### src/logic/nvm_pkg.sv
package nvm_pkg;

  // ----------------------------------------------------------------
  // Array geometry
  // ----------------------------------------------------------------
  localparam int NVM_BITS       = 1024;
  localparam int BANKS          = 8;
  localparam int BANK_BITS      = 128;
  localparam int BYTES_PER_BANK = 16;
  localparam int BYTE_BITS      = 8;

  // ----------------------------------------------------------------
  // Fabric read address layout
  // ----------------------------------------------------------------
  localparam int ADDR_W        = 7;
  localparam int BANK_SEL_W    = 3;
  localparam int BYTE_SEL_W    = 4;
  localparam int BANK_SEL_MSB  = 6;
  localparam int BANK_SEL_LSB  = 4;
  localparam int BYTE_SEL_MSB  = 3;
  localparam int BYTE_SEL_LSB  = 0;

  // ----------------------------------------------------------------
  // Reset and erased values
  // ----------------------------------------------------------------
  localparam logic [BYTE_BITS-1:0] RD_DATA_RST  = 8'h00;
  localparam logic [ADDR_W-1:0]    RD_ADDR_RST  = 7'h00;
  localparam logic [BANKS-1:0]     SECURE_RST   = 8'h00;
  localparam logic [BANK_BITS-1:0] BANK_RST     = 128'h0;
  localparam logic [BANK_BITS-1:0] ERASED_BANK  = {BANK_BITS{1'b1}};

  // ----------------------------------------------------------------
  // Timing: on-chip bank erase before programming
  // ----------------------------------------------------------------
  localparam int CLK_PERIOD_NS = 20;
  localparam int ERASE_TIME_NS = 100;
  localparam logic [3:0] ERASE_CYCLES =
    4'((ERASE_TIME_NS + CLK_PERIOD_NS - 1) / CLK_PERIOD_NS);
  localparam logic [3:0] ERASE_CNT_RST = 4'h0;

  // ----------------------------------------------------------------
  // Test-port commands and sources
  // ----------------------------------------------------------------
  typedef enum logic [1:0] {
    OP_READ    = 2'b00,
    OP_PROGRAM = 2'b01,
    OP_SECURE  = 2'b10
  } tp_op_e;

  typedef enum logic {
    SRC_SCAN_PORT      = 1'b0,
    SRC_USER_TAP_MACRO = 1'b1
  } tp_src_e;

endpackage

### src/logic/nvm_array_if.sv
`timescale 1ns/1ps
// Link between the access control and the storage array
interface nvm_array_if;
  import nvm_pkg::*;

  logic                  bank_we;
  logic                  bank_erase;
  logic [BANK_SEL_W-1:0] wr_bank;
  logic [BANK_BITS-1:0]  wr_data;
  logic [BANK_SEL_W-1:0] rd_bank;
  logic [BANK_BITS-1:0]  bank_q;
  logic [ADDR_W-1:0]     byte_addr;
  logic [BYTE_BITS-1:0]  byte_q;

  modport ctrl  (output bank_we, bank_erase, wr_bank, wr_data, rd_bank, byte_addr,
                 input  bank_q, byte_q);
  modport array (input  bank_we, bank_erase, wr_bank, wr_data, rd_bank, byte_addr,
                 output bank_q, byte_q);
endinterface // nvm_array_if

### src/logic/nvm_byte_read_port.sv
`timescale 1ns/1ps
module nvm_byte_read_port
  import nvm_pkg::*;
(
  // Clock and reset
  input  wire logic                  sys_clk,
  input  wire logic                  rst_n,
  // Fabric read port
  input  wire logic                  rd_en,
  input  wire logic [ADDR_W-1:0]     rd_addr,
  output logic      [BYTE_BITS-1:0]  rd_data,
  // Test port (boundary scan or user TAP macro)
  input  wire logic                  tp_req,
  input  wire tp_op_e                tp_op,
  input  wire tp_src_e               tp_src,
  input  wire logic [BANK_SEL_W-1:0] tp_bank,
  input  wire logic [BANK_BITS-1:0]  tp_wdata,
  output logic                       tp_busy,
  output logic                       tp_done,
  output logic                       tp_refused,
  output logic      [BANK_BITS-1:0]  tp_rdata
);

  // ----------------------------------------------------------------
  // Declarations
  // ----------------------------------------------------------------
  typedef enum logic [1:0] {
    ST_IDLE  = 2'b00,
    ST_ERASE = 2'b01,
    ST_PROG  = 2'b10
  } prog_state_e;

  prog_state_e           state_reg;
  prog_state_e           state_next;
  logic [ADDR_W-1:0]     addr_reg;
  logic                  capt_reg;
  logic [BYTE_BITS-1:0]  rd_data_reg;
  logic [3:0]            erase_cnt_reg;
  logic [BANK_SEL_W-1:0] bank_reg;
  logic [BANK_BITS-1:0]  wdata_reg;
  logic [BANKS-1:0]      secure_reg;
  logic                  done_reg;
  logic                  refused_reg;
  logic [BANK_BITS-1:0]  tp_rdata_reg;
  logic                  take_req;
  logic                  read_blocked;

  nvm_array_if ifc ();

  // ----------------------------------------------------------------
  // Storage array
  // ----------------------------------------------------------------
  nvm_bank_array u_array (
    .sys_clk (sys_clk),
    .ifc     (ifc.array)
  );

  // ----------------------------------------------------------------
  // Fabric read path
  // ----------------------------------------------------------------
  // Address capture on the rising edge
  always_ff @(posedge sys_clk or negedge rst_n) begin
    if (!rst_n) begin
      addr_reg <= RD_ADDR_RST;
      capt_reg <= 1'b0;
    end else begin
      capt_reg <= rd_en;
      if (rd_en) begin
        addr_reg <= rd_addr;
      end
    end
  end

  // Data launched on the falling edge, only after a fresh capture
  always_ff @(negedge sys_clk or negedge rst_n) begin
    if (!rst_n) begin
      rd_data_reg <= RD_DATA_RST;
    end else if (capt_reg) begin
      rd_data_reg <= ifc.byte_q;
    end
  end

  assign rd_data       = rd_data_reg;
  assign ifc.byte_addr = addr_reg;

  // ----------------------------------------------------------------
  // Test-port command decode
  // ----------------------------------------------------------------
  assign take_req     = tp_req && (state_reg == ST_IDLE);
  assign read_blocked = (tp_src == SRC_SCAN_PORT) && secure_reg[tp_bank];

  // Sequencer next state: program always erases first
  always_comb begin
    state_next = state_reg;
    case (state_reg)
      ST_IDLE: begin
        if (take_req && tp_op == OP_PROGRAM) begin
          state_next = ST_ERASE;
        end
      end
      ST_ERASE: begin
        if (erase_cnt_reg == ERASE_CYCLES - 4'h1) begin
          state_next = ST_PROG;
        end
      end
      ST_PROG: begin
        state_next = ST_IDLE;
      end
      default: begin
        state_next = ST_IDLE;
      end
    endcase
  end

  // Sequencer state
  always_ff @(posedge sys_clk or negedge rst_n) begin
    if (!rst_n) begin
      state_reg <= ST_IDLE;
    end else begin
      state_reg <= state_next;
    end
  end

  // Erase duration counter
  always_ff @(posedge sys_clk or negedge rst_n) begin
    if (!rst_n) begin
      erase_cnt_reg <= ERASE_CNT_RST;
    end else if (state_reg == ST_ERASE) begin
      erase_cnt_reg <= erase_cnt_reg + 4'h1;
    end else begin
      erase_cnt_reg <= ERASE_CNT_RST;
    end
  end

  // Command operands held for the whole program sequence
  always_ff @(posedge sys_clk or negedge rst_n) begin
    if (!rst_n) begin
      bank_reg  <= '0;
      wdata_reg <= BANK_RST;
    end else if (take_req && tp_op == OP_PROGRAM) begin
      bank_reg  <= tp_bank;
      wdata_reg <= tp_wdata;
    end
  end

  // Per-bank security marks
  always_ff @(posedge sys_clk or negedge rst_n) begin
    if (!rst_n) begin
      secure_reg <= SECURE_RST;
    end else if (take_req && tp_op == OP_SECURE) begin
      secure_reg[tp_bank] <= 1'b1;
    end
  end

  // Bank read-back, done and refusal pulses
  always_ff @(posedge sys_clk or negedge rst_n) begin
    if (!rst_n) begin
      done_reg     <= 1'b0;
      refused_reg  <= 1'b0;
      tp_rdata_reg <= BANK_RST;
    end else begin
      done_reg    <= 1'b0;
      refused_reg <= 1'b0;
      if (state_reg == ST_PROG) begin
        done_reg <= 1'b1;
      end else if (take_req && tp_op == OP_READ && read_blocked) begin
        refused_reg <= 1'b1;
      end else if (take_req && tp_op == OP_READ) begin
        tp_rdata_reg <= ifc.bank_q;
        done_reg     <= 1'b1;
      end else if (take_req) begin
        done_reg <= (tp_op == OP_SECURE);
      end
    end
  end

  // Array writes come only from the test-port sequencer
  assign ifc.bank_we    = (state_reg == ST_ERASE) || (state_reg == ST_PROG);
  assign ifc.bank_erase = (state_reg == ST_ERASE);
  assign ifc.wr_bank    = bank_reg;
  assign ifc.wr_data    = wdata_reg;
  assign ifc.rd_bank    = tp_bank;

  assign tp_busy    = (state_reg != ST_IDLE);
  assign tp_done    = done_reg;
  assign tp_refused = refused_reg;
  assign tp_rdata   = tp_rdata_reg;
endmodule // nvm_byte_read_port

### src/logic/nvm_bank_array.sv
`timescale 1ns/1ps
module nvm_bank_array
  import nvm_pkg::*;
(
  // Clock
  input wire logic sys_clk,
  // Control side
  nvm_array_if.array ifc
);

  // ----------------------------------------------------------------
  // Storage: contents are not touched by reset
  // ----------------------------------------------------------------
  logic [BANK_BITS-1:0] mem [BANKS];

  // Whole-bank erase or program, never partial
  always_ff @(posedge sys_clk) begin
    if (ifc.bank_we) begin
      mem[ifc.wr_bank] <= ifc.bank_erase ? ERASED_BANK : ifc.wr_data;
    end
  end

  // Bank read for the test port
  assign ifc.bank_q = mem[ifc.rd_bank];

  // Byte read: upper bits pick the bank, lower bits the byte
  assign ifc.byte_q = mem[ifc.byte_addr[BANK_SEL_MSB:BANK_SEL_LSB]]
                         [ifc.byte_addr[BYTE_SEL_MSB:BYTE_SEL_LSB]*BYTE_BITS +: BYTE_BITS];

endmodule // nvm_bank_array

### config.mk
export PLATFORM = sky130hd
export DESIGN_NAME = nvm_byte_read_port
export DESIGN_NICKNAME = d
export VERILOG_FILES = /design/src/logic/nvm_pkg.sv /design/src/logic/nvm_array_if.sv /design/src/logic/nvm_byte_read_port.sv /design/src/logic/nvm_bank_array.sv
export SDC_FILE = /design/constraint.sdc
export NUM_CORES = 2
export LEC_CHECK = 0
export BUFFER_PORTS_ARGS = -buffer_cell sky130_fd_sc_hd__clkbuf_2
export CORE_MARGIN = 1
export CORE_UTILIZATION = 45
export DETAILED_ROUTE_END_ITERATION = 10
export SKIP_LAST_GASP = 1
export SYNTH_ARGS = -nofsm -noshare
export SYNTH_HDL_FRONTEND = slang
export SYNTH_SLANG_ARGS = --single-unit
export TNS_END_PERCENT = 5
### constraint.sdc
create_clock -name sys_clk -period 20.6 [get_ports sys_clk]
set_input_delay 2.06 -clock sys_clk [delete_from_list [all_inputs] [get_ports sys_clk]]
set_output_delay 2.06 -clock sys_clk [all_outputs]
set_load 0.02 [all_outputs]
* After elaboration in Yosys (flattened, before gate mapping) *
Memories as Yosys holds them, arrays and structs flattened. A register that Yosys moved wholly into a read port is not among the register bits.
Index checks and enable logic that the tools add are counted.

storage, ports and cells
  memories = 1
  output and inout bits = 139
  memory bits (writable) = 1024
  bits in registers = 163

memory list
  name         words  bits a word  read ports  clocked after memory_dff  write ports  line                  source
  u_array.mem  8      128          2           1                         1            nvm_bank_array.sv:14  logic [BANK_BITS-1:0] mem [BANKS];

operators by class
  bitwise gates (word level) = 4
  add/sub/neg operators = 1
  $lt $le $gt $ge = 2
  reductions and logical operators = 14
  eq/ne operators = 7
  shift-type cells = 1
  mux-type cells = 17

operator list
  kind                                                  count
  2-to-1 mux 128 bit                                    1
  indexed part select 128 x 8 -> 8 bit                  1
  2-to-1 mux 1 bit                                      10
  bitwise OR 8 bit                                      1
  logical AND 1 bit                                     7
  adder 4 x 1 -> 4 bit (second input constant)          1
  equality test 2 x 1 -> 1 bit (second input constant)  2
  equality test 2 bit (second input constant)           2
  equality test 4 x 3 -> 1 bit (second input constant)  1
  logical NOT 2 bit                                     2
  < comparator 3 x 4 -> 1 bit (second input constant)   1
  2-to-1 mux 2 bit                                      2
  2-to-1 mux 4 bit                                      1
  case mux 2 bit (2 select lines)                       1
  binary-select mux 1 bit (select 3 bit)                1
  demux 1 bit (select 3 bit)                            1
  >= comparator 3 x 1 -> 1 bit (second input constant)  1
  NOT 1 bit                                             3
  AND reduction 3 bit                                   1
  != test 2 x 1 -> 1 bit (second input constant)        1
  != test 2 bit (second input constant)                 1
  AND reduction 2 bit                                   1
  nonzero test 2 bit                                    1
  logical NOT 1 bit                                     1
  logical OR 1 bit                                      1

* Depth between registers and ports, before layout *
  depth in word-level cells = 6
  depth in mapped cells = 12
  depth with buffers taken out = 6

* Modules after synthesis *
Synthesis repeated with hierarchy kept, for this count alone.

second synthesis, totals
  cells, all modules = 2710
  area, all modules = 58621.2 um^2

modules (own cells, without submodules)
  module              cells each  area each (um^2)  times used  sequential area each (um^2)
  nvm_bank_array      2054        47140.2           1           30749.5
  nvm_byte_read_port  656         11481.0           1           7282.0

==> reports/results.tsv <==
stage	metric	value	unit
yosys	Post-synth EDFFs	1024	
floorplan	Rows	129	
route	DRC violations left	30	
hold_path	worst hold-check path type	reg -> reg	
route	DR iter-0 viols	4417	
yosys	Mapped Cells	3360	
power_and_ir_drop	Sw Pwr	0.00281	W
yosys	top cells by area, synth	edfxtp_1 (55%), dfrtp_1 (13%), mux4_2 (8.3%), a22oi_1 (6.9%), mux2_2 (5.6%)	
worst_setup_path	Worst Path Required	10.80	ns
route	Via density	6.58	
worst_setup_path	crit path max-delay cell type	buf_4	
layout	Layout area overhead	13.5	%
grt	grt total ovfl	0	
layout	ratio of cells with drive above 1 in the final layout	32.4	%
worst_setup_path	Worst R2R End	rd_data[7]$_DFFE_NN0P_	
grt	GRT Total Usage	27.2	%
route	routed len/inst	32.5	microns
floorplan	core area	124000	sq um
cts	Post-CTS Setup Inserts	0	
worst_setup_path	type of origin of the critical path	register	
timing	Final Hold Viols	0	
worst_setup_path	stages on the worst setup path	9	
timing	Worst Tran Pin Value	1.28	ns
cts	Bufs on Longest Clock Path	3	
cts	PostCTS Resize Cnt	0	
floorplan	num ports	284	
power_and_ir_drop	Max rail drop VDD	0.0981	mV
yosys	synth cell count leaders	edfxtp_1 (1024), a22oi_1 (515), dfrtp_1 (283), mux2_2 (279), mux4_2 (209)	
worst_setup_path	CP peak stage delay	0.79	ns
worst_setup_path	flop2flop setup slack	5.70	ns
job	Max Cap Viol	0	
yosys	Synth Register Bits	1315	
yosys	Syn Nets	3511	
yosys	share of synthesized registers carrying an async set or reset	22.1	%
power_and_ir_drop	Flop pwr share	48.5	%
yosys	ys flop type	edfxtp_1	
timing	Worst Skew	0.0900	ns
hold_path	hold_sp	secure_reg[3]$_DFFE_PN0P_	
worst_setup_path	CP bufs+invs	3	
power_and_ir_drop	pwr dens	141	nW/um^2
power_and_ir_drop	Internal	0.00622	W
yosys	Synth cell types	51	
worst_setup_path	Reg2Reg Depth	9	
power_and_ir_drop	Leakage	21.9	nW
timing	RSZ-0062 raised after global routing	false	
yosys	share of the synthesized area in the top cell type	54.5	%
cts	clk_lat worst skew	0.78	ns
cts	clock-pin slew on the worst setup and hold paths	0.06	ns
route	vias	35168	
floorplan	die area	127000	sq um
floorplan	Die Span X	356	microns
timing	Final TNS setup	0	ns
cts	CTS H-Tree Depth	4	
yosys	area leader, netlist	edfxtp_1	
yosys	Ys Warns	0	
worst_setup_path	Worst Path Max Fanout	106	
yosys	Syn Std Cell Area	56400	sq um
cts	hold-fix buffers at CTS	0	
worst_setup_path	critical path class	reg -> reg	
route	Post-DRT Antenna Nets	0	
worst_setup_path	CP arrival	5.10	ns
yosys	syn avg cell area	16.8	sq um
timing	Slew Viols, Final	0	
cts	CTS buffer count	144	
timing	Rel. slew slack	13.8	%
grt	initial antenna violation count	10	
worst_setup_path	CP dominant cell by count	buf_4	
cts	CTS tree	done	
floorplan	Initial Utilization	45.5	%
grt	global-route wire length before repair	250000	microns
timing	final setup fails	0	
power_and_ir_drop	Clock Power Share	28.7	%
worst_setup_path	delay-heaviest family, CP	buffers and inverters	
cts	clock tree root buffer cell	clkbuf_16	
hold_path	hold path endpoint	secure_reg[3]$_DFFE_PN0P_	
cts	clk sink count	1315	
grt	pin count of the biggest net entering global routing	129	
outcome	failing checks	design-rule violations	
placed_design	Final Wtd Congestion	0.829	
hold_path	Hold Crit Depth	2	
layout	max reg flops	1024	
power_and_ir_drop	Switching Share	31.1	%
layout	area of the multi-input gates	17100	sq um
worst_setup_path	R2R Path Start	addr_reg[4]$_DFFE_PN0P_	
power_and_ir_drop	combinational power share	22.8	%
worst_setup_path	crit-path cells	buf_4 > buf_12 > buf_4 > mux4_2 > and2_1 > o22ai_1 > a21oi_1 > nor4_1 > nor3_1	
grt	vias in the first global route	35803	
yosys	most common cell in the netlist	edfxtp_1	
route	First-pass DRT Iterations	11	
yosys	post-synthesis sequential area ratio	67.5	%
floorplan	DIE HEIGHT	356	microns
layout	area occupied by registers	38000	sq um
outcome	status	finished, violations left	
worst_setup_path	Worst Setup End Kind	register	
route	total wire length	174000	microns
placed_design	hpwl dp	99700	microns
placed_design	Buffers on Ports	283	
layout	fillers	10187	
layout	Layout Nets	3735	
power_and_ir_drop	Power Total	0.00903	W
[per-layer routing]
metal	part of all wire [%]	GRT usage (%)	vias up
met5	0.017	0	-
li1	-	-	14345
met4	3.4	9.88	4
met1	40	37.8	18327
met2	48	43.3	2153
met3	8.7	4.50	339
[worst register-to-register path, stage by stage (launching register included)]
cell and delay [ns]:
dfrtp_4 0.77, buf_4 0.79, buf_12 0.59, buf_4 0.84, mux4_2 0.58, and2_1 0.17
o22ai_1 0.11, a21oi_1 0.09, nor4_1 0.30, nor3_1 0.08
[worst max path at each step]
stage,from,endpoint,slack [ns]
finish,addr_reg[4]$_DFFE_PN0P_,rd_data[7]$_DFFE_NN0P_,5.70
global route,addr_reg[4]$_DFFE_PN0P_,rd_data[7]$_DFFE_NN0P_,5.30
CTS,addr_reg[4]$_DFFE_PN0P_,rd_data[3]$_DFFE_NN0P_,5.65
detailed placement,addr_reg[4]$_DFFE_PN0P_,rd_data[3]$_DFFE_NN0P_,5.73
global placement,addr_reg[4]$_DFFE_PN0P_,rd_data[5]$_DFFE_NN0P_,5.75
floorplan,rd_data[0]$_DFFE_NN0P_,rd_data[0],7.75
[cells by family after synthesis]
logic type | Yosys count | synth area share, %
xor+xnor | 2 | 0.0311
buf+inv | 276 | 2.39
flops | 1315 | 67.5
fa+ha+maj | 6 | 0.133
mux | 622 | 16.3
compound gates | 714 | 9.26
simple gates | 425 | 4.42
[area by class of cell]
class | instances | share of cell area [%]
Tap cell | 1637 | 3.20
Timing Repair Buffer | 343 | 3.07
Clock buffer | 202 | 6.29
Multi-Input combinational cell | 1769 | 26.7
Inverter | 11 | 0.0646
Sequential cell | 1315 | 59.5
Clock inverter | 66 | 1.13
Antenna cell | 2 | 0.00782
[layout by cell type, fill, tap and decap left out, drive strengths merged, types with 3 or more instances in the layout]
cell type,n
nand4,130
o21ai,22
a21oi,26
o21bai,11
a22oi,515
nor4,7
ha,6
or2,132
dfrtp,283
edfxtp,1024
nand3b,4
clkinv,38
nor2,27
nand2,27
o22ai,59
nand3,25
mux2,279
clkinvlp,6
inv,21
o211ai,5
clkbuf,484
nor2b,5
buf,61
o221ai,38
a31oi,10
or3,4
mux4,209
nand2b,8
a211oi,8
bufinv,12
mux2i,134
nor3,13
dfrtn,8
a32oi,6
and2,38
o41ai,3
[power groups by stage]
| stage | logic, W | clock network [W] | registers (W) |
|---|---|---|---|
| floorplan | 0.00117 | 0 | 0.00446 |
| global placement | 0.00204 | 0 | 0.00441 |
| detailed placement | 0.00207 | 0 | 0.00442 |
| CTS | 0.00208 | 0.00263 | 0.00437 |
| global route | 0.00220 | 0.00273 | 0.00443 |
| finish | 0.00206 | 0.00259 | 0.00438 |
[stage by stage]
step,utilization (%),setup WS (ns),cells,instance area (sq um),hold slack (ns)
6_report,51.6,5.70,5345,64000,0.463
5_1_grt,51.6,5.30,5343,64000,0.489
4_1_cts,51.6,5.65,5343,64000,0.466
3_5_place_dp,47.8,5.73,5075,59200,0.452
3_3_place_gp,47.8,5.75,5075,59200,0.447
2_1_floorplan,-,7.75,3360,56400,0.426
(Power assumes the default switching activity.)
